### config.mk
export PLATFORM = sky130hd
export DESIGN_NAME = spm_bank
export DESIGN_NICKNAME = d
export VERILOG_FILES = /design/src/design/spm_pkg.sv /design/src/design/spm_bank.sv
export SDC_FILE = /design/constraint.sdc
export NUM_CORES = 1
export LEC_CHECK = 0
export BUFFER_PORTS_ARGS = -buffer_cell sky130_fd_sc_hd__buf_4
export CORE_MARGIN = 3
export CORE_UTILIZATION = 40
export CTS_CLUSTER_DIAMETER = 100
export DETAILED_ROUTE_END_ITERATION = 16
export PLACE_DENSITY = 0.64
export RECOVER_POWER = 50
export SYNTH_ARGS = -nofsm -noshare
export SYNTH_HDL_FRONTEND = slang
export SYNTH_SLANG_ARGS = --single-unit
### constraint.sdc
create_clock -name clock_i -period 9 [get_ports clock_i]
set_input_delay 1.35 -clock clock_i [delete_from_list [all_inputs] [get_ports clock_i]]
set_output_delay 1.35 -clock clock_i [all_outputs]
set_load 0.02 [all_outputs]
### src/design/spm_pkg.sv
// constants shared by the servo parameter and monitor bank
// assumes a 10 MHz clock and word-aligned Avalon-MM byte addresses
`default_nettype none
package spm_pkg;
   // register indices, byte address is four times the index
   localparam logic [7:0] IDX_MASK = 8'hD1;
   localparam logic [7:0] IDX_DATE = 8'hF0;
   localparam logic [7:0] IDX_TIME = 8'hF1;
   localparam logic [7:0] IDX_MINUTES = 8'hF2;
   localparam logic [7:0] IDX_ANALOG = 8'hF6;
   localparam logic [7:0] IDX_ICMD = 8'hF7;
   localparam logic [7:0] IDX_SPDCMD = 8'hF8;
   localparam logic [7:0] IDX_POSCMD = 8'hF9;
   localparam logic [7:0] IDX_IQ = 8'hFA;
   localparam logic [7:0] IDX_SPD = 8'hFB;
   localparam logic [7:0] IDX_POSERR = 8'hFC;
   // field layouts and values after reset
   localparam logic [15:0] MASK_IMPL = 16'h11FF;
   localparam logic [15:0] MASK_RST = 16'h0000;
   localparam logic [7:0] WRITE_KEY = 8'h88;
   localparam logic [23:0] DATE_RST = 24'h010101;
   localparam logic [23:0] TIME_RST = 24'h000000;
   localparam logic [31:0] MINUTES_MAX = 32'h77359400;
   localparam logic [15:0] MON16_MAX = 16'h7FFF;
   localparam logic [15:0] MON16_NEG = 16'h8001;
   // avalon answers
   localparam logic [1:0] RESP_OK = 2'h0;
   localparam logic [1:0] RESP_DECERR = 2'h3;
   // timing
   localparam int CLK_PERIOD_NS = 100;
   localparam int SEC_NS = 1000000000;
   localparam int SEC_CYCLES = SEC_NS / CLK_PERIOD_NS;
   localparam logic [5:0] SEC_LAST = 6'h3B;
   // bus handshake states
   typedef enum logic [1:0] {
      BUS_WAIT = 2'b01,
      BUS_ACK = 2'b10
   } spm_bus_e;
   // bcd byte plus one
   function automatic logic [7:0] bcd_inc(input logic [7:0] v);
      if (v[3:0] == 4'h9) begin
         return {v[7:4] + 4'h1, 4'h0};
      end
      return {v[7:4], v[3:0] + 4'h1};
   endfunction
   // bcd byte well formed and within lo..hi
   function automatic logic bcd_ok(input logic [7:0] v, input logic [7:0] lo,
                                   input logic [7:0] hi);
      return (v[3:0] <= 4'h9) && (v[7:4] <= 4'h9) && (v >= lo) && (v <= hi);
   endfunction
   // last day of month in bcd, leap every fourth year
   function automatic logic [7:0] month_end(input logic [7:0] y, input logic [7:0] m);
      logic [7:0] yb;
      yb = {1'b0, y[7:4], 3'h0} + {3'h0, y[7:4], 1'b0} + {4'h0, y[3:0]};
      if (m == 8'h02) begin
         return (yb[1:0] == 2'h0) ? 8'h29 : 8'h28;
      end
      if (m == 8'h04 || m == 8'h06 || m == 8'h09 || m == 8'h11) begin
         return 8'h30;
      end
      return 8'h31;
   endfunction
   function automatic logic date_ok(input logic [23:0] d);
      return bcd_ok(d[23:16], 8'h01, 8'h99) && bcd_ok(d[15:8], 8'h01, 8'h12) &&
             bcd_ok(d[7:0], 8'h01, month_end(d[23:16], d[15:8]));
   endfunction
   function automatic logic time_ok(input logic [23:0] t);
      return bcd_ok(t[23:16], 8'h00, 8'h23) && bcd_ok(t[15:8], 8'h00, 8'h59) &&
             bcd_ok(t[7:0], 8'h00, 8'h59);
   endfunction
   // clamp the one code outside the symmetric +-32767 scale
   function automatic logic [15:0] sym16(input logic [15:0] v);
      return (v == 16'h8000) ? MON16_NEG : v;
   endfunction
endpackage : spm_pkg
`default_nettype wire

### src/design/spm_bank.sv
// parameter bank: alarm mask, BCD calendar, power-on minutes, monitors
// assumes monitor inputs are already scaled and synchronous to clock_i
`default_nettype none
module spm_bank
   import spm_pkg::*;
#(
   parameter int SEC_CYCLES_P = SEC_CYCLES
) (
   input wire logic clock_i,
   input wire logic rst_i,
   input wire logic [9:0] avs_address_i,
   input wire logic avs_read_i,
   input wire logic avs_write_i,
   input wire logic [31:0] avs_writedata_i,
   input wire logic [3:0] avs_byteenable_i,
   output logic [31:0] avs_readdata_o,
   output logic avs_waitrequest_o,
   output logic [1:0] avs_response_o,
   input wire logic [15:0] alarm_detect_i,
   output logic [15:0] alarm_issue_o,
   output logic hist_wr_o,
   output logic [7:0] hist_code_o,
   output logic [23:0] hist_date_o,
   output logic [23:0] hist_time_o,
   input wire logic [23:0] retain_date_i,
   input wire logic [23:0] retain_time_i,
   output logic retain_wr_o,
   output logic [23:0] retain_date_o,
   output logic [23:0] retain_time_o,
   input wire logic [31:0] nv_minutes_i,
   input wire logic power_fail_i,
   output logic nv_save_o,
   output logic [31:0] nv_minutes_o,
   input wire logic [15:0] mon_analog_i,
   input wire logic [15:0] mon_icmd_i,
   input wire logic [15:0] mon_spdcmd_i,
   input wire logic [31:0] mon_poscmd_i,
   input wire logic [15:0] mon_iq_i,
   input wire logic [15:0] mon_spd_i,
   input wire logic [31:0] mon_poserr_i
);
   spm_bus_e bus_q;
   logic [31:0] rdata_q;
   logic [1:0] resp_q;
   logic [15:0] mask_q;
   logic [23:0] date_q, date_nx;
   logic [23:0] time_q, time_nx;
   logic day_roll;
   logic [23:0] sec_cnt_q;
   logic sec_tick;
   logic [5:0] pwr_sec_q;
   logic [31:0] minutes_q;
   logic boot_q;
   logic pf_q;
   logic [15:0] issue_d, issue_q, fresh;
   logic hist_wr_q, retain_wr_q, nv_save_q;
   logic [7:0] hist_code_q;
   logic [23:0] hist_date_q, hist_time_q;
   logic [31:0] nv_min_q;
   logic [15:0] analog_q, icmd_q, spdcmd_q, iq_q, spd_q;
   logic [31:0] poscmd_q, poserr_q;
   logic [7:0] idx;
   logic take_rd, take_wr, wr_full, key_ok;
   logic wr_date, wr_time;
   logic [31:0] rd_mux;
   logic rd_hit;

   assign idx = avs_address_i[9:2];
   assign take_rd = (bus_q == BUS_WAIT) && avs_read_i;
   assign take_wr = (bus_q == BUS_ACK) && avs_write_i;
   assign wr_full = (avs_byteenable_i == 4'hF);
   assign key_ok = wr_full && (avs_writedata_i[31:24] == WRITE_KEY);
   // keyed, fully formed date and time writes only
   assign wr_date = take_wr && idx == IDX_DATE && key_ok &&
                    date_ok(avs_writedata_i[23:0]);
   assign wr_time = take_wr && idx == IDX_TIME && key_ok &&
                    time_ok(avs_writedata_i[23:0]);

   // handshake: one wait cycle, then waitrequest low for the transfer edge
   always_ff @(posedge clock_i) begin
      if (rst_i) begin
         bus_q <= BUS_WAIT;
      end else if (bus_q == BUS_WAIT && (avs_read_i || avs_write_i)) begin
         bus_q <= BUS_ACK;
      end else begin
         bus_q <= BUS_WAIT;
      end
   end
   assign avs_waitrequest_o = bus_q[0];

   // read mux, upper bits of narrow registers read zero
   always_comb begin
      rd_mux = 32'h0000_0000;
      rd_hit = 1'b1;
      unique case (idx)
         IDX_MASK: rd_mux = {16'h0000, mask_q};
         IDX_DATE: rd_mux = {8'h00, date_q};
         IDX_TIME: rd_mux = {8'h00, time_q};
         IDX_MINUTES: rd_mux = minutes_q;
         IDX_ANALOG: rd_mux = {16'h0000, analog_q};
         IDX_ICMD: rd_mux = {16'h0000, icmd_q};
         IDX_SPDCMD: rd_mux = {16'h0000, spdcmd_q};
         IDX_POSCMD: rd_mux = poscmd_q;
         IDX_IQ: rd_mux = {16'h0000, iq_q};
         IDX_SPD: rd_mux = {16'h0000, spd_q};
         IDX_POSERR: rd_mux = poserr_q;
         default: rd_hit = 1'b0;
      endcase
   end

   // read data and answer captured while waitrequest is still high
   always_ff @(posedge clock_i) begin
      if (rst_i) begin
         rdata_q <= 32'h0000_0000;
         resp_q <= RESP_OK;
      end else if (bus_q == BUS_WAIT && (avs_read_i || avs_write_i)) begin
         rdata_q <= (take_rd && rd_hit) ? rd_mux : 32'h0000_0000;
         resp_q <= rd_hit ? RESP_OK : RESP_DECERR;
      end
   end
   assign avs_readdata_o = rdata_q;
   assign avs_response_o = resp_q;

   // alarm mask, only implemented bits stored, reserved read zero
   always_ff @(posedge clock_i) begin
      if (rst_i) begin
         mask_q <= MASK_RST;
      end else if (take_wr && idx == IDX_MASK) begin
         if (avs_byteenable_i[0]) begin
            mask_q[7:0] <= avs_writedata_i[7:0];
         end
         if (avs_byteenable_i[1]) begin
            mask_q[15:8] <= avs_writedata_i[15:8] & MASK_IMPL[15:8];
         end
      end
   end

   // alarm gating by mask
   assign issue_d = alarm_detect_i & ~mask_q & MASK_IMPL;
   assign fresh = issue_d & ~issue_q;
   always_ff @(posedge clock_i) begin
      if (rst_i) begin
         issue_q <= 16'h0000;
      end else begin
         issue_q <= issue_d;
      end
   end
   assign alarm_issue_o = issue_q;

   // alarm history entry stamped with the present calendar
   always_ff @(posedge clock_i) begin
      if (rst_i) begin
         hist_wr_q <= 1'b0;
         hist_code_q <= 8'h00;
         hist_date_q <= DATE_RST;
         hist_time_q <= TIME_RST;
      end else begin
         hist_wr_q <= (fresh != 16'h0000);
         if (fresh != 16'h0000) begin
            hist_date_q <= date_q;
            hist_time_q <= time_q;
            hist_code_q <= fresh[0] ? 8'h21 : fresh[1] ? 8'h22 : fresh[2] ? 8'h31 :
                           fresh[3] ? 8'h41 : fresh[4] ? 8'h42 : fresh[5] ? 8'h51 :
                           fresh[6] ? 8'h67 : fresh[7] ? 8'h68 : fresh[8] ? 8'h74 : 8'h72;
         end
      end
   end
   assign hist_wr_o = hist_wr_q;
   assign hist_code_o = hist_code_q;
   assign hist_date_o = hist_date_q;
   assign hist_time_o = hist_time_q;

   // one-second enable, restarted by a time write
   assign sec_tick = (sec_cnt_q == 24'(SEC_CYCLES_P - 1));
   always_ff @(posedge clock_i) begin
      if (rst_i || sec_tick || wr_time) begin
         sec_cnt_q <= 24'h000000;
      end else begin
         sec_cnt_q <= sec_cnt_q + 24'h000001;
      end
   end

   // next time of day and date on a second tick
   always_comb begin
      time_nx = time_q;
      date_nx = date_q;
      day_roll = 1'b0;
      if (time_q[7:0] != 8'h59) begin
         time_nx[7:0] = bcd_inc(time_q[7:0]);
      end else begin
         time_nx[7:0] = 8'h00;
         if (time_q[15:8] != 8'h59) begin
            time_nx[15:8] = bcd_inc(time_q[15:8]);
         end else begin
            time_nx[15:8] = 8'h00;
            if (time_q[23:16] != 8'h23) begin
               time_nx[23:16] = bcd_inc(time_q[23:16]);
            end else begin
               time_nx[23:16] = 8'h00;
               day_roll = 1'b1;
            end
         end
      end
      if (day_roll) begin
         if (date_q[7:0] != month_end(date_q[23:16], date_q[15:8])) begin
            date_nx[7:0] = bcd_inc(date_q[7:0]);
         end else begin
            date_nx[7:0] = 8'h01;
            if (date_q[15:8] != 8'h12) begin
               date_nx[15:8] = bcd_inc(date_q[15:8]);
            end else begin
               date_nx[15:8] = 8'h01;
               // year wraps to 01, never to 00
               date_nx[23:16] = (date_q[23:16] == 8'h99) ? 8'h01 : bcd_inc(date_q[23:16]);
            end
         end
      end
   end

   // boot flag: retained values are loaded in the cycle after reset
   always_ff @(posedge clock_i) begin
      if (rst_i) begin
         boot_q <= 1'b1;
      end else begin
         boot_q <= 1'b0;
      end
   end

   // calendar registers; a host write beats the tick
   always_ff @(posedge clock_i) begin
      if (rst_i) begin
         date_q <= DATE_RST;
         time_q <= TIME_RST;
      end else if (boot_q) begin
         date_q <= date_ok(retain_date_i) ? retain_date_i : DATE_RST;
         time_q <= time_ok(retain_time_i) ? retain_time_i : TIME_RST;
      end else begin
         if (wr_date) begin
            date_q <= avs_writedata_i[23:0];
         end else if (sec_tick) begin
            date_q <= date_nx;
         end
         if (wr_time) begin
            time_q <= avs_writedata_i[23:0];
         end else if (sec_tick) begin
            time_q <= time_nx;
         end
      end
   end

   // retained storage strobe, the cycle after any calendar change except the boot load
   always_ff @(posedge clock_i) begin
      if (rst_i) begin
         retain_wr_q <= 1'b0;
      end else begin
         retain_wr_q <= !boot_q && (wr_date || wr_time || sec_tick);
      end
   end
   assign retain_wr_o = retain_wr_q;
   assign retain_date_o = date_q;
   assign retain_time_o = time_q;

   // powered minutes: partial minute lives only in pwr_sec_q
   always_ff @(posedge clock_i) begin
      if (rst_i) begin
         pwr_sec_q <= 6'h00;
         minutes_q <= 32'h0000_0000;
      end else if (boot_q) begin
         pwr_sec_q <= 6'h00;
         minutes_q <= (nv_minutes_i > MINUTES_MAX) ? MINUTES_MAX : nv_minutes_i;
      end else if (sec_tick) begin
         if (pwr_sec_q == SEC_LAST) begin
            pwr_sec_q <= 6'h00;
            if (minutes_q != MINUTES_MAX) begin
               minutes_q <= minutes_q + 32'h0000_0001;
            end
         end else begin
            pwr_sec_q <= pwr_sec_q + 6'h01;
         end
      end
   end

   // save whole minutes when power fails
   always_ff @(posedge clock_i) begin
      if (rst_i) begin
         pf_q <= 1'b0;
         nv_save_q <= 1'b0;
         nv_min_q <= 32'h0000_0000;
      end else begin
         pf_q <= power_fail_i;
         nv_save_q <= power_fail_i && !pf_q;
         if (power_fail_i && !pf_q) begin
            nv_min_q <= minutes_q;
         end
      end
   end
   assign nv_save_o = nv_save_q;
   assign nv_minutes_o = nv_min_q;

   // live monitors, never written by the host
   always_ff @(posedge clock_i) begin
      if (rst_i) begin
         analog_q <= 16'h0000;
         icmd_q <= 16'h0000;
         spdcmd_q <= 16'h0000;
         iq_q <= 16'h0000;
         spd_q <= 16'h0000;
         poscmd_q <= 32'h0000_0000;
         poserr_q <= 32'h0000_0000;
      end else begin
         analog_q <= sym16(mon_analog_i);
         icmd_q <= mon_icmd_i;
         spdcmd_q <= sym16(mon_spdcmd_i);
         iq_q <= mon_iq_i;
         spd_q <= sym16(mon_spd_i);
         poscmd_q <= mon_poscmd_i;
         poserr_q <= mon_poserr_i;
      end
   end
endmodule // spm_bank
`default_nettype wire

# == Word level (Yosys, flattened, before mapping) ==
# Index checks and enable logic that the tools add are counted.
# totals
regBits,409
in_bits,291
output_inout_bits,190
wordCells,378
# classes
addsub,21
order_cmp,43
n_eq_ne,57
mux,111
bitwise_logic,4
n_reduce_logical,101
# op_table
op,n
$pmux W32 S11,1
$mux W8,35
$mux W24,9
$mux W32,6
$eq A8 B8 Y1 const B,13
$ge A8 B1 Y1 const B,12
$mux W16,5
$le A4 B4 Y1 const B,18
$logic_and A1 B1 Y1,55
$add A4 B1 Y4 const B,12
$eq A16 B16 Y1 const B,3
$eq A8 B3 Y1 const B,6
$mux W1,43
$add A32 B1 Y32 const B,1
$gt A32 B31 Y1 const B,1
$le A8 B7 Y1 const B,4
$ne A32 B31 Y1 const B,1
$eq A4 B4 Y1 const B,7
$add A24 B1 Y24 const B,1
$eq A24 B24 Y1 const B,1
$eq A8 B2 Y1 const B,3
$eq A8 B4 Y1 const B,3
$eq A8 B5 Y1 const B,3
$mux W6,4
37 further kinds,90

# == Depth between registers and ports, before layout ==
# Gate-level depths: netlist of the first run.
# depth
word_depth,21
depth_mapped,14
mapped_depth_nobuf,13

# == Worst setup path before layout of the first run ==
# No wires, ideal clock.
# synth_timing
path_kind,in2reg
start,input port retain_date_i[11]
end,"register date_q[17], in the netlist retain_date_o[17]"
setup_time_ns,0.095
arrival_ns,4.127
t_required_ns,8.905
slack_ns,4.778
stages,13
n_path_buf,2
path_cell_list,clkbuf_1 nor4_1 nand3_1 or3_1 nand3_1 ha_1 or3b_2 a21boi_0 o22ai_1 nor2_1 clkbuf_1 a21oi_1 a221oi_1
# synth_via
elab_chain_len,17
elab_cells_between_ends,32
cone_classes,4 x order compare; 5 x eq/ne; 14 x mux; 9 x reduce/logical
# synth_lines
item,line_no,source
"start, declared",spm_bank.sv:25,"input wire logic [23:0] retain_date_i,"
$eq A8 B3 Y1,spm_pkg.sv:58,if (m == 8'h04 || m == 8'h06 || m == 8'h09 || m == 8'h11) begin
$logic_or A1 B1 Y1 (3 in a row),spm_pkg.sv:58,
$mux W1 (2 in a row),spm_pkg.sv:58,
$mux W1,spm_bank.sv:234,end else if (boot_q) begin
$mux W1,spm_bank.sv:231,if (rst_i) begin
$mux W8,spm_pkg.sv:61,return 8'h31;
$mux W8,spm_pkg.sv:58,
$mux W8,spm_bank.sv:234,
$mux W8,spm_bank.sv:231,
$le A8 B8 Y1,spm_pkg.sv:49,return (v[3:0] <= 4'h9) && (v[7:4] <= 4'h9) && (v >= lo) && (v <= hi);
$logic_and A1 B1 Y1,spm_pkg.sv:49,
$logic_and A1 B1 Y1 *,spm_pkg.sv:64,"return bcd_ok(d[23:16], 8'h01, 8'h99) && bcd_ok(d[15:8], 8'h01, 8'h12) &&"
$mux W24 *,spm_bank.sv:235,date_q <= date_ok(retain_date_i) ? retain_date_i : DATE_RST;
$mux W24 *,spm_bank.sv:234,
"end signal, assigned",spm_bank.sv:235,
"end signal, assigned",spm_bank.sv:239,date_q <= avs_writedata_i[23:0];
"end signal, assigned",spm_bank.sv:241,date_q <= date_nx;
"end, declared",spm_bank.sv:46,"logic [23:0] date_q, date_nx;"
# Mark *: on every way between the ends. The rest lies on a longest branch, timed or not. The select of a mux whose other input is x is not followed.
# A chain may end at the register's enable or synchronous reset.

==> results by group, run 1 <==
Routing
  – Drt wl/cell: 22.9 microns
  – Via count: 18600
  – Vias per cell: 5.72
  – TritonRoute pass-1 iters: 6
  – Final wirelength: 74400 microns
  – Antenna-violating nets left: 0
  – Drc violations: 0
  – DR iter-0 viols: 1691

Placement
  – GP Congestion: 0.916
  – IO Port Bufs: 465
  – Post-Place Worst Slack: 4.05 ns
  – Post-DP HPWL: 56400 microns

Outcome
  – Status: finished, violations left
  – Failing checks: capacitance limit, slew limit

Synth
  – Yosys reg bits: 401
  – Part of the Yosys area used for sequential elements: 0.436
  – Area contributors post-synth: dfxtp_1 44%, nand2_1 7.3%, a21oi_1 5.0%
  – Ys flop type: dfxtp_1
  – Netlist Area Pre-Place: 18400 sq um
  – Most common cell in the synthesized netlist: dfxtp_1
  – Number of synthesized flops with an enable pin: 0
  – Async S/R FF share, synth: 0
  – Commonest cells in the netlist: 401 x dfxtp_1, 360 x nand2_1, 185 x a21oi_1, 167 x nor2_1, 127 x nor2b_1
  – Mapped Cells: 2222
  – Yosys top cell area share: 0.436
  – Syn Area/Cell: 8.29 sq um
  – Unique masters post-synth: 78
  – Area leader, netlist: dfxtp_1
  – Synth warn: 0

Floorplan
  – Starting density of the core: 0.405
  – Die Y: 221 microns
  – Row count: 78
  – Die Wd: 221 microns
  – Die area: 48700 sq um
  – Num ports: 481
  – Core Footprint: 45500 sq um

GRT
  – Grt met1 use: 0.388
  – Largest net degree at the start of global routing: 130
  – Met2 Use GR: 0.482
  – Gr busiest metal: met2
  – Vias in the first global route: 17700
  – Global Route met3 Usage: 0.0604
  – Congestion Overflow GR: 0
  – Initial antenna violation count: 2
  – First-pass GRT wire length: 109000 microns
  – Gr usage total: 0.294

CTS
  – CTS clk-pin slew, worst paths: 0.06 ns
  – Post-CTS setup buffers: 0
  – CTS tree: built
  – CTS max path bufs: 3
  – Num Clock Sinks: 401
  – Clock root buffer: clkbuf_16
  – H-tree lvl count: 2
  – Post-CTS sizing: 0
  – Post-CTS Hold Buffers: 0
  – Worst skew pair latency: 0.59 ns
  – TritonCTS Buffers: 45

STA
  – Setup Viol. Count Final: 0
  – Fin crit period: 4.70 ns
  – Setup total negative slack: 0 ns
  – Final Hold Fails: 0
  – RSZ-0062 raised after global routing: false
  – Worst Clk Skew: 0.0273 ns
  – Final worst path period share: 0.523
  – Slew HR: -1.12
  – Slew Viols, Final: 214
  – Slew @ Worst Pin: 3.17 ns
  – Final worst-path setup slack: 4.30 ns
  – Max Freq: 213 MHz

Layout
  – Layout cells sized above 1: 0.181
  – Syn-to-layout area delta: 26.7%
  – Final nets: 2939

Power
  – VDD IR max: 0.146 mV
  – Leak: 8.91 nW
  – Power density cells: 183 nW/um^2

Critical path
  – Worst Path Buf+Inv: 3
  – Req. time, crit path: 9.48 ns
  – Crit-path max FO: 129
  – Max stage delay on crit path: 1.93 ns
  – Crit path cell chain: buf_8 > clkbuf_1 > buf_4 > nor2b_1 > nor2b_1
  – CP dominant cell by count: nor2b_1
  – WP data arrival: 5.18 ns
  – Critical Path Start Type: input port
  – Crit path max-delay cell type: clkbuf_1
  – CP Capture Type: flip-flop
  – Crit path kind: input port to flip-flop
  – Crit-path leading delay family: buffers and inverters

Hold path
  – Tightest Hold Check Type: flip-flop to flip-flop

Flow run
  – Number of max-cap violations: 4
## metal layers
metal / vias up / part of all wire / routed length (microns)
li1: 8679 / - / -
met1: 8862 / 0.41 / 30500
met2: 934 / 0.46 / 34600
met3: 121 / 0.094 / 6980
met4: 2 / 0.031 / 2330
met5: - / 0.00017 / 13
## stage by stage
| step | total power, mW | util | hold slack [ns] | std cells | cell area (sq um) |
|---|---|---|---|---|---|
| floorplan | 2.14 | - | 0.406 | 2228 | 18400 |
| global placement | 2.37 | 0.491 | 0.433 | 3171 | 22300 |
| detailed placement | 2.38 | 0.491 | 0.446 | 3171 | 22300 |
| CTS | 4.31 | 0.525 | 0.451 | 3253 | 23900 |
| global route | 4.41 | 0.513 | 0.468 | 3254 | 23300 |
| finish | 4.28 | 0.513 | 0.437 | 3254 | 23300 |
## worst paths after layout
check                                               start                         end  slack [ns]  depth (start not counted)
worst min register to register            pf_q$_SDFF_PP0_        nv_save_o$_SDFF_PP0_        0.44                          1
worst max register to register  minutes_q[0]$_SDFFE_PP0P_  minutes_q[23]$_SDFFE_PP0P_        5.10                          9
worst max-delay path                                rst_i        nv_save_o$_SDFF_PP0_        4.30                          5
worst min-delay path                      pf_q$_SDFF_PP0_        nv_save_o$_SDFF_PP0_        0.44                          1
## flip-flops by register name, indices dropped and copies added, names as in the netlist, 24 cells and up
signal          cells
poserr_q           32
minutes_q          32
hist_date_o        24
poscmd_q           32
hist_time_o        24
nv_minutes_o       32
retain_time_o      24
retain_date_o      24
sec_cnt_q          24
avs_readdata_o     32
## cell type report
type | instances | area (sq um)
well taps | 600 | 751
fillers | 4486 | 22100
diodes | 1 | 2.50
clock buffers | 55 | 1210
multi-input cells | 1640 | 9720
flip-flops and latches | 401 | 8030
repair buffers | 485 | 3100
clock inverters | 27 | 347
inverters | 45 | 169
## worst register-to-register path, cell delays in order, from the launching register on
cell and delay (ns):
dfxtp_1 0.43, inv_1 0.11, ha_1 0.14, nor4b_1 0.22
nand4_1 0.28, o41ai_1 1.06, or4_1 0.63, nand2_1 0.46
a21oi_1 0.24, a2111oi_0 0.08
## logic make-up (layout without fill, tap and decap cells)
| kind of cell | Yosys count | after routing | synth area share |
|---|---|---|---|
| adder cells (fa/ha/maj) | 30 | 30 | 0.0204 |
| AND/OR/NAND/NOR | 998 | 998 | 0.267 |
| XOR/XNOR | 52 | 52 | 0.0247 |
| multiplexers | 46 | 46 | 0.0307 |
| other | 1 | 8 | 0.000204 |
| flip-flops | 401 | 401 | 0.436 |
| AO/OA/AOI/OAI | 507 | 507 | 0.181 |
| buffers and inverters | 187 | 612 | 0.0399 |
## power by group
| group | internal, mW | switching, mW |
|---|---|---|
| sequential | 1.84 | 0.0682 |
| combinational | 0.185 | 0.241 |
| clock | 1.17 | 0.777 |
## layout by cell type (no fill, tap or decap), drive strengths merged, types with 9 or more instances in the layout
| cell | instances |
|---|---|
| dfxtp | 401 |
| nand2 | 360 |
| buf | 337 |
| clkbuf | 203 |
| a21oi | 186 |
| nor2 | 167 |
| nor2b | 127 |
| nand3 | 75 |
| a22oi | 69 |
| o21ai | 60 |
| inv | 48 |
| nor3 | 42 |
| nor4 | 41 |
| and2 | 37 |
| xor2 | 31 |
| ha | 30 |
| nand4 | 28 |
| mux2 | 24 |
| o22ai | 22 |
| and3 | 21 |
| xnor2 | 21 |
| a211oi | 20 |
| nand2b | 18 |
| o211ai | 18 |
| a222oi | 18 |
| mux2i | 16 |
| o21a | 14 |
| clkinv | 13 |
| nand3b | 12 |
| or3 | 11 |
| nor3b | 11 |
| a221oi | 11 |
| a31oi | 10 |
| o31ai | 10 |
| a31o | 9 |
| nor4b | 9 |
(Power assumes the default switching activity.)
==> run 2: changes to the inputs <==
--- a/config.mk
+++ b/config.mk
@@ -5,6 +5,7 @@
 export SDC_FILE = /design/constraint.sdc
 export NUM_CORES = 1
 export LEC_CHECK = 0
+export ABC_AREA = 1
 export BUFFER_PORTS_ARGS = -buffer_cell sky130_fd_sc_hd__buf_4
 export CORE_MARGIN = 3
 export CORE_UTILIZATION = 40
==> constraint.sdc (replaced) <==
create_clock -name clock_i -period 4.7 [get_ports clock_i]
set_input_delay 0.705 -clock clock_i [delete_from_list [all_inputs] [get_ports clock_i]]
set_output_delay 0.705 -clock clock_i [all_outputs]
set_load 0.02 [all_outputs]
==> run 2 against run 1 <==
  * The flow still finishes with violations (capacitance limit, slew limit)
  * Utilization decreased by 0.45 points
  * Critical path type unchanged
  * Critical path depth increased by 14
  * Die area increased by 6.7%
  * Clock skew increased by 0.017 ns
  * Sequential power increased by 92%
  * Routed wire length increased by 9.6%
  * Final area increased by 4.9%
  * Setup slack got worse by 2.9 ns
  * Global-route usage increased by 0.68 points
==> results by group, run 2 <==
STA
  – WHS: 0.303 ns (was 0.437 ns)
  – Final Hold Fails: 0 (unchanged)
  – Slew Viols, Final: 195 (was 214)
  – RSZ-0062 raised after global routing: false (unchanged)
  – Final worst-path setup slack: 1.36 ns (was 4.30 ns)
  – Fin crit period: 3.34 ns
  – Final worst path period share: 0.710
  – Slew @ Worst Pin: 3.27 ns (was 3.17 ns)
  – Slew HR: -1.19 (was -1.12)
  – Worst Clk Skew: 0.0440 ns (was 0.0273 ns)
  – Max Freq: 300 MHz
  – Setup Viol. Count Final: 0 (unchanged)
  – Setup total negative slack: 0 ns (unchanged)

Synth
  – Ys flop type: dfxtp_1 (unchanged)
  – Xor-xnor portion of the synthesized cell area: 0.0173 (was 0.0247)
  – Synth Area in Simple Gates: 0.288 (was 0.267)
  – Synth Area in Compound Gates: 0.153 (was 0.181)
  – Main combinational cell family by area after synthesis: simple AND/OR/NAND/NOR gates (unchanged)
  – Commonest cells in the netlist: 456 x nand2_1, 434 x inv_1, 413 x nor2_1, 401 x dfxtp_1, 247 x o21ai_0 (was 401 x dfxtp_1, 360 x nand2_1, 185 x a21oi_1, 167 x nor2_1, 127 x nor2b_1)
  – Number of synthesized flops with an enable pin: 0 (unchanged)
  – Yosys top cell area share: 0.408 (was 0.436)
  – Syn Area/Cell: 6.84 sq um (was 8.29 sq um)
  – Adder-cell area share of the yosys netlist: 0.0191 (was 0.0204)
  – Mux cell area share after synthesis: 0.000508 (was 0.0307)
  – Yosys reg bits: 401 (unchanged)
  – Most common cell in the synthesized netlist: nand2_1 (was dfxtp_1)
  – Part of the Yosys area used for sequential elements: 0.408 (was 0.436)
  – Async S/R FF share, synth: 0 (unchanged)
  – Synth warn: 0 (unchanged)
  – Mapped Cells: 2880 (was 2222)
  – Area contributors post-synth: dfxtp_1 41%, nand2_1 8.7%, inv_1 8.3% (was dfxtp_1 44%, nand2_1 7.3%, a21oi_1 5.0%)
  – Area leader, netlist: dfxtp_1 (unchanged)
  – Netlist Area Pre-Place: 19700 sq um (was 18400 sq um)
  – Unique masters post-synth: 57 (was 78)

Floorplan
  – Starting density of the core: 0.409 (was 0.405)
  – Core Footprint: 48100 sq um (was 45500 sq um)
  – Num ports: 481 (unchanged)
  – Die Wd: 228 microns (was 221 microns)
  – Die area: 51900 sq um (was 48700 sq um)
  – Die Y: 228 microns (was 221 microns)
  – Row count: 80 (was 78)

CTS
  – Clock root buffer: clkbuf_16 (unchanged)
  – Post-CTS Hold Buffers: 0 (unchanged)
  – H-tree lvl count: 2 (unchanged)
  – Post-CTS sizing: 0 (unchanged)
  – CTS max path bufs: 3 (unchanged)
  – Num Clock Sinks: 401 (unchanged)
  – CTS tree: built (unchanged)
  – TritonCTS Buffers: 45 (unchanged)
  – CTS clk-pin slew, worst paths: 0.06 ns (about the same)
  – Worst skew pair latency: 0.60 ns (was 0.59 ns)
  – Post-CTS setup buffers: 0 (unchanged)

Placement
  – Post-DP HPWL: 63800 microns (was 56400 microns)
  – IO Port Bufs: 465 (unchanged)
  – Post-Place Worst Slack: 0.843 ns (was 4.05 ns)
  – Post-Place Cells: 3894 (was 3171)
  – Cell Area, Placed: 23600 sq um (was 22300 sq um)
  – GP Congestion: 0.983 (was 0.916)

Layout
  – Leading cell type in the layout, fill and taps excluded: nand2_1 (was dfxtp_1)
  – Most frequent cells in the layout: 455 x nand2_1, 433 x inv_1, 413 x nor2_1 (was 401 x dfxtp_1, 360 x nand2_1, 336 x buf_4)
  – Post-Layout Cell Count: 3975 (was 3254)
  – Finished Cell Area: 24500 sq um (was 23300 sq um)
  – Final core occ: 0.509 (was 0.513)
  – Syn-to-layout area delta: 24.4% (was 26.7%)
  – Filler instances: 4927 (was 4486)
  – Final nets: 3606 (was 2939)
  – Layout cells sized above 1: 0.135 (was 0.181)
  – Antenna Cells: 0 (was 1)

Routing
  – Final wirelength: 81600 microns (was 74400 microns)
  – Via count: 21100 (was 18600)
  – Drc violations: 0 (unchanged)
  – Drt wl/cell: 20.5 microns (was 22.9 microns)
  – Antenna-violating nets left: 0 (unchanged)
  – DR iter-0 viols: 2269 (was 1691)
  – TritonRoute pass-1 iters: 6 (unchanged)
  – Vias per cell: 5.31 (was 5.72)

GRT
  – Gr usage total: 0.301 (was 0.294)
  – Vias in the first global route: 20100 (was 17700)
  – Initial antenna violation count: 1 (was 2)
  – Congestion Overflow GR: 0 (unchanged)
  – Largest net degree at the start of global routing: 96 (was 130)
  – First-pass GRT wire length: 122000 microns (was 109000 microns)

Outcome
  – Failing checks: capacitance limit, slew limit (unchanged)
  – Status: finished, violations left (unchanged)

Critical path
  – CP dominant cell by count: nand2_1 (was nor2b_1)
  – Crit path cell chain: buf_4 > inv_1 > nand3_1 > nor2_1 > inv_1 > a31oi_1 > a211oi_1 > ha_1 > nand3_1 > nand2_1 > a21oi_1 > nor2_1 > nand3_2 > nand2_4 > inv_2 > nand2_2 > nand2_1 > nand2_1 > a21oi_1 (was buf_8 > clkbuf_1 > buf_4 > nor2b_1 > nor2b_1)
  – Worst Path Buf+Inv: 4 (was 3)
  – Max stage delay on crit path: 0.46 ns (was 1.93 ns)
  – CP Capture Type: flip-flop (unchanged)
  – Crit path max-delay cell type: nand3_2 (was clkbuf_1)
  – Critical Path Start Type: input port (unchanged)
  – WP data arrival: 3.77 ns (was 5.18 ns)
  – Crit path kind: input port to flip-flop (unchanged)
  – Crit-path leading delay family: simple AND/OR/NAND/NOR gates (was buffers and inverters)
  – Req. time, crit path: 5.14 ns (was 9.48 ns)
  – Crit-path max FO: 22 (was 129)

Flow run
  – Number of max-cap violations: 3 (was 4)

Power
  – Power density cells: 342 nW/um^2 (was 183 nW/um^2)
  – Tot Pwr: 8.38 mW (was 4.28 mW)
  – Leak: 10.9 nW (was 8.91 nW)
  – VDD IR max: 0.279 mV (was 0.146 mV)

Hold path
  – Tightest Hold Check Type: input port to flip-flop (was flip-flop to flip-flop)
==> run 2: cell types whose count changed after synthesis, sizes merged, moves of 25 or more <==
cell | previous run | this run
a21oi | 186 | 217
a22oi | 69 | 0
nor2b | 127 | 1
o21ai | 60 | 256
buf | 20 | 45
nand3 | 75 | 178
inv | 45 | 441
nor2 | 167 | 428
clkbuf | 122 | 84
and2 | 37 | 2
nand2 | 360 | 464
nand4 | 28 | 68
==> run 2: power breakdown <==
part | total, mW | internal, mW | switching (mW) | leakage [nW]
clock network | 3.66 | 2.17 | 1.49 | 0.754
registers | 3.67 | 3.56 | 0.116 | 3.30
logic | 1.04 | 0.364 | 0.678 | 6.85
==> run 2: cells by family (layout without fill, tap and decap cells) <==
family / after synthesis / count (layout)
other: 1 / 7
AO/OA/AOI/OAI: 558 / 558
multiplexers: 1 / 1
buffers and inverters: 572 / 1005
XOR/XNOR: 39 / 39
AND/OR/NAND/NOR: 1278 / 1278
adder cells (fa/ha/maj): 30 / 30
flip-flops: 401 / 401
==> run 2: worst min-delay path, cell delays in order <==
cell    delay [ns]
buf_4         0.07
inv_1         0.03
nor2_1        0.06
==> run 2: routing by layer <==
layer | vias to the layer above | GRT usage | share of wire
met2 | 1005 | 0.503 | 0.47
met1 | 9856 | 0.390 | 0.41
met3 | 148 | 0.0573 | 0.087
met4 | 2 | 0.103 | 0.036
met5 | - | 0 | 0.00016
li1 | 10100 | - | -
==> run 2: final timing paths <==
path	cells past startpoint	start	endpoint	slack, ns
setup / recovery	19	avs_writedata_i[8]	retain_date_o[15]$_SDFFE_PP0P_	1.36
hold / removal	3	mon_iq_i[7]	iq_q[7]$_SDFF_PP0_	0.30
setup reg to reg	4	pf_q$_SDFF_PP0_	nv_minutes_o[20]$_SDFFE_PP0P_	1.38
hold reg to reg	1	sec_cnt_q[0]$_SDFF_PP0_	sec_cnt_q[0]$_SDFF_PP0_	0.46
==> run 2: cell type report <==
type / instances / area [sq um] / share of cell area
multi-input cells: 1913 / 9440 / 0.385
flip-flops and latches: 401 / 8030 / 0.328
repair buffers: 481 / 2990 / 0.122
inverters: 443 / 1670 / 0.0680
clock buffers: 65 / 1310 / 0.0535
well taps: 656 / 821 / 0.0335
clock inverters: 16 / 233 / 0.00950
==> run 3: changes to the inputs <==
--- a/config.mk
+++ b/config.mk
@@ -11,7 +11,7 @@
 export CORE_UTILIZATION = 40
 export CTS_CLUSTER_DIAMETER = 100
 export DETAILED_ROUTE_END_ITERATION = 16
-export PLACE_DENSITY = 0.64
+export PLACE_DENSITY = 0.66
 export RECOVER_POWER = 50
 export SYNTH_ARGS = -nofsm -noshare
 export SYNTH_HDL_FRONTEND = slang
==> constraint.sdc (replaced) <==
create_clock -name clock_i -period 3 [get_ports clock_i]
set_input_delay 0.45 -clock clock_i [delete_from_list [all_inputs] [get_ports clock_i]]
set_output_delay 0.45 -clock clock_i [all_outputs]
set_load 0.02 [all_outputs]
==> run 3 against run 2 <==
  * Final area up 2.9%
  * Utilization grew 1.5 points
  * Power up 64%
  * Highest routed layer is now met4
  * The flow still finishes with violations (capacitance limit, slew limit)
  * Sequential cell count stayed put
==> results by group, run 3 (synthesis gave the netlist of run 2 again) <==
Outcome
  – Status: finished, violations left (unchanged)
  – Failing checks: capacitance limit, slew limit (unchanged)

Routing
  – DR iter-0 viols: 1837 (was 2269)
  – Antenna-violating nets left: 0 (unchanged)
  – Via count: 21300 (was 21100)
  – Met2 wire len: 38400 microns (was 38200 microns)
  – Metal3 WL: 6200 microns (was 7140 microns)
  – Met1 wire length: 33900 microns (was 33300 microns)
  – TritonRoute pass-1 iters: 6 (unchanged)
  – Drc violations: 0 (unchanged)
  – Drt wl/cell: 20.5 microns (about the same)
  – Vias per cell: 5.26 (was 5.31)
  – Final wirelength: 82700 microns (was 81600 microns)
  – Highest routed metal layer: met4 (was met5)

Hold path
  – Hold Crit Depth: 3 (unchanged)
  – Min-Delay Startpoint: mon_poscmd_i[27] (was mon_iq_i[7])
  – Tightest Hold Check Type: input port to flip-flop (unchanged)
  – Worst min-delay path endpoint: poscmd_q[27]$_SDFF_PP0_ (was iq_q[7]$_SDFF_PP0_)

Critical path
  – Crit path kind: input port to flip-flop (unchanged)
  – WP data arrival: 3.16 ns (was 3.77 ns)
  – Cells on worst reg2reg path: 11 (was 4)
  – Critical R2R Capture: retain_date_o[22]$_SDFFE_PP0P_ (was nv_minutes_o[20]$_SDFFE_PP0P_)
  – Req. time, crit path: 3.50 ns (was 5.14 ns)
  – FF-to-FF setup slack: 0.44 ns (was 1.38 ns)
  – Critical Path Start Type: input port (unchanged)
  – Crit-path max FO: 11 (was 22)
  – FF-to-FF Start: retain_time_o[1]$_SDFFE_PP0P_ (was pf_q$_SDFF_PP0_)
  – CP Capture Type: flip-flop (unchanged)

STA
  – Setup Viol. Count Final: 0 (unchanged)
  – Final Hold Fails: 0 (unchanged)
  – Fin crit period: 2.65 ns
  – Final worst-path setup slack: 0.348 ns (was 1.36 ns)
  – Max Freq: 377 MHz
  – Final worst path period share: 0.884
  – Worst Clk Skew: 0.0315 ns (was 0.0440 ns)
  – Slew @ Worst Pin: 1.77 ns (was 3.27 ns)
  – Slew HR: -0.187 (was -1.19)
  – RSZ-0062 raised after global routing: false (unchanged)
  – Setup total negative slack: 0 ns (unchanged)
  – Slew Viols, Final: 200 (was 195)

CTS
  – CTS clk-pin slew, worst paths: 0.06 ns (about the same)
  – CTS max path bufs: 3 (unchanged)
  – Post-CTS setup buffers: 0 (unchanged)
  – Worst skew pair latency: 0.60 ns (about the same)
  – Num Clock Sinks: 401 (unchanged)
  – H-tree lvl count: 2 (unchanged)
  – Clock root buffer: clkbuf_16 (unchanged)
  – TritonCTS Buffers: 46 (was 45)
  – Post-CTS Hold Buffers: 0 (unchanged)
  – Post-CTS sizing: 0 (unchanged)
  – CTS tree: built (unchanged)

GRT
  – Gr usage total: 0.304 (was 0.301)
  – Congestion Overflow GR: 0 (unchanged)
  – Initial antenna violation count: 0 (was 1)
  – Largest net degree at the start of global routing: 147 (was 96)
  – Vias in the first global route: 20600 (was 20100)
  – First-pass GRT wire length: 123000 microns (was 122000 microns)

Power
  – Sw power: 3.65 mW (was 2.29 mW)
  – Flop pwr share: 0.420 (was 0.439)
  – Internal power: 10.1 mW (was 6.09 mW)
  – Switching fraction of total power: 0.266 (was 0.273)
  – Leak: 11.4 nW (was 10.9 nW)
  – Clock network power share: 0.455 (was 0.437)
  – Power density cells: 544 nW/um^2 (was 342 nW/um^2)
  – Comb pwr share: 0.125 (was 0.124)
  – VDD IR max: 0.437 mV (was 0.279 mV)

Placement
  – Post-Place Worst Slack: -0.179 ns (was 0.843 ns)
  – Post-DP HPWL: 65400 microns (was 63800 microns)
  – Cell Area, Placed: 24100 sq um (was 23600 sq um)
  – GP Congestion: 0.988 (was 0.983)
  – IO Port Bufs: 465 (unchanged)

Floorplan
  – Core Footprint: 48100 sq um (unchanged)
  – Starting density of the core: 0.409 (unchanged)
  – Die Wd: 228 microns (unchanged)
  – Die Y: 228 microns (unchanged)
  – Die area: 51900 sq um (unchanged)
  – Row count: 80 (unchanged)
  – Num ports: 481 (unchanged)

Layout
  – Syn-to-layout area delta: 28.0% (was 24.4%)
  – Final nets: 3673 (was 3606)
  – Leading cell type in the layout, fill and taps excluded: nand2_1 (unchanged)
  – Antenna Cells: 0 (unchanged)
  – Layout cells sized above 1: 0.160 (was 0.135)
  – Finished Cell Area: 25200 sq um (was 24500 sq um)
  – Most frequent cells in the layout: 455 x nand2_1, 433 x inv_1, 413 x nor2_1 (unchanged)

Flow run
  – Number of max-cap violations: 3 (unchanged)
[run 3: cell types whose count changed in the layout (fill, tap and decap cells not counted), moves of 2 or more]
cell,previous run,this run
clkbuf_1,174,148
clkbuf_16,45,47
buf_4,314,401
clkinv_2,7,12
clkbuf_8,11,6
bufinv_16,4,10
clkinv_8,2,0
[run 3: worst max-delay path by stage]
stage | slack (ns) | cells past startpoint | startpoint | endpoint
floorplan | 0.49 | 19 | avs_writedata_i[10] | retain_date_o[22]$_SDFFE_PP0P_
global placement | -0.11 | 19 | avs_writedata_i[8] | retain_date_o[15]$_SDFFE_PP0P_
detailed placement | -0.18 | 19 | avs_writedata_i[8] | retain_date_o[15]$_SDFFE_PP0P_
CTS | 0.39 | 19 | avs_writedata_i[8] | retain_date_o[15]$_SDFFE_PP0P_
global route | 0.11 | 19 | avs_writedata_i[15] | retain_date_o[15]$_SDFFE_PP0P_
finish | 0.35 | 19 | avs_writedata_i[8] | retain_date_o[15]$_SDFFE_PP0P_
[run 3: final cells by class]
class	count	area, sq um
Fill cell	4879	22900
Multi-Input combinational cell	1913	9440
Sequential cell	401	8030
Timing Repair Buffer	547	3570
Inverter	443	1660
Clock buffer	58	1280
Tap cell	656	821
Clock inverter	25	397
[run 3: power groups by stage]
stage	Clock [mW]	Combinational, mW	Sequential, mW
after global routing	6.51	1.86	5.78
after floorplan	0	0.738	5.94
after detailed placement	0	1.76	5.87
after CTS	6.32	1.77	5.76
after global placement	0	1.75	5.87
final	6.25	1.71	5.76
[run 3: critical path: stages]
cell	delay, ns
buf_4	0.12
inv_1	0.23
nand3_1	0.16
nor2_1	0.17
inv_1	0.07
a31oi_1	0.15
a211oi_1	0.07
ha_1	0.28
nand3_1	0.08
nand2_1	0.06
a21oi_1	0.22
nor2_1	0.10
nand3_2	0.19
nand2_4	0.06
inv_2	0.22
nand2_2	0.16
nand2_1	0.16
nand2_1	0.07
a21oi_1	0.13
[run 3: stage by stage]
| stage | hold WS [ns] | instances | util | power [mW] |
|---|---|---|---|---|
| floorplan | 0.417 | 2886 | - | 6.68 |
| global placement | 0.431 | 3960 | 0.500 | 7.62 |
| detailed placement | 0.455 | 3960 | 0.500 | 7.63 |
| CTS | 0.0380 | 4043 | 0.535 | 13.8 |
| global route | 0.0583 | 4043 | 0.523 | 14.2 |
| finish | 0.0570 | 4043 | 0.523 | 13.7 |
[run 3: per-layer routing]
| layer | vias up | track usage |
|---|---|---|
| met5 | - | 0 |
| met4 | 0 | 0.145 |
| met3 | 159 | 0.0500 |
| met2 | 918 | 0.506 |
| met1 | 9943 | 0.385 |
| li1 | 10200 | - |
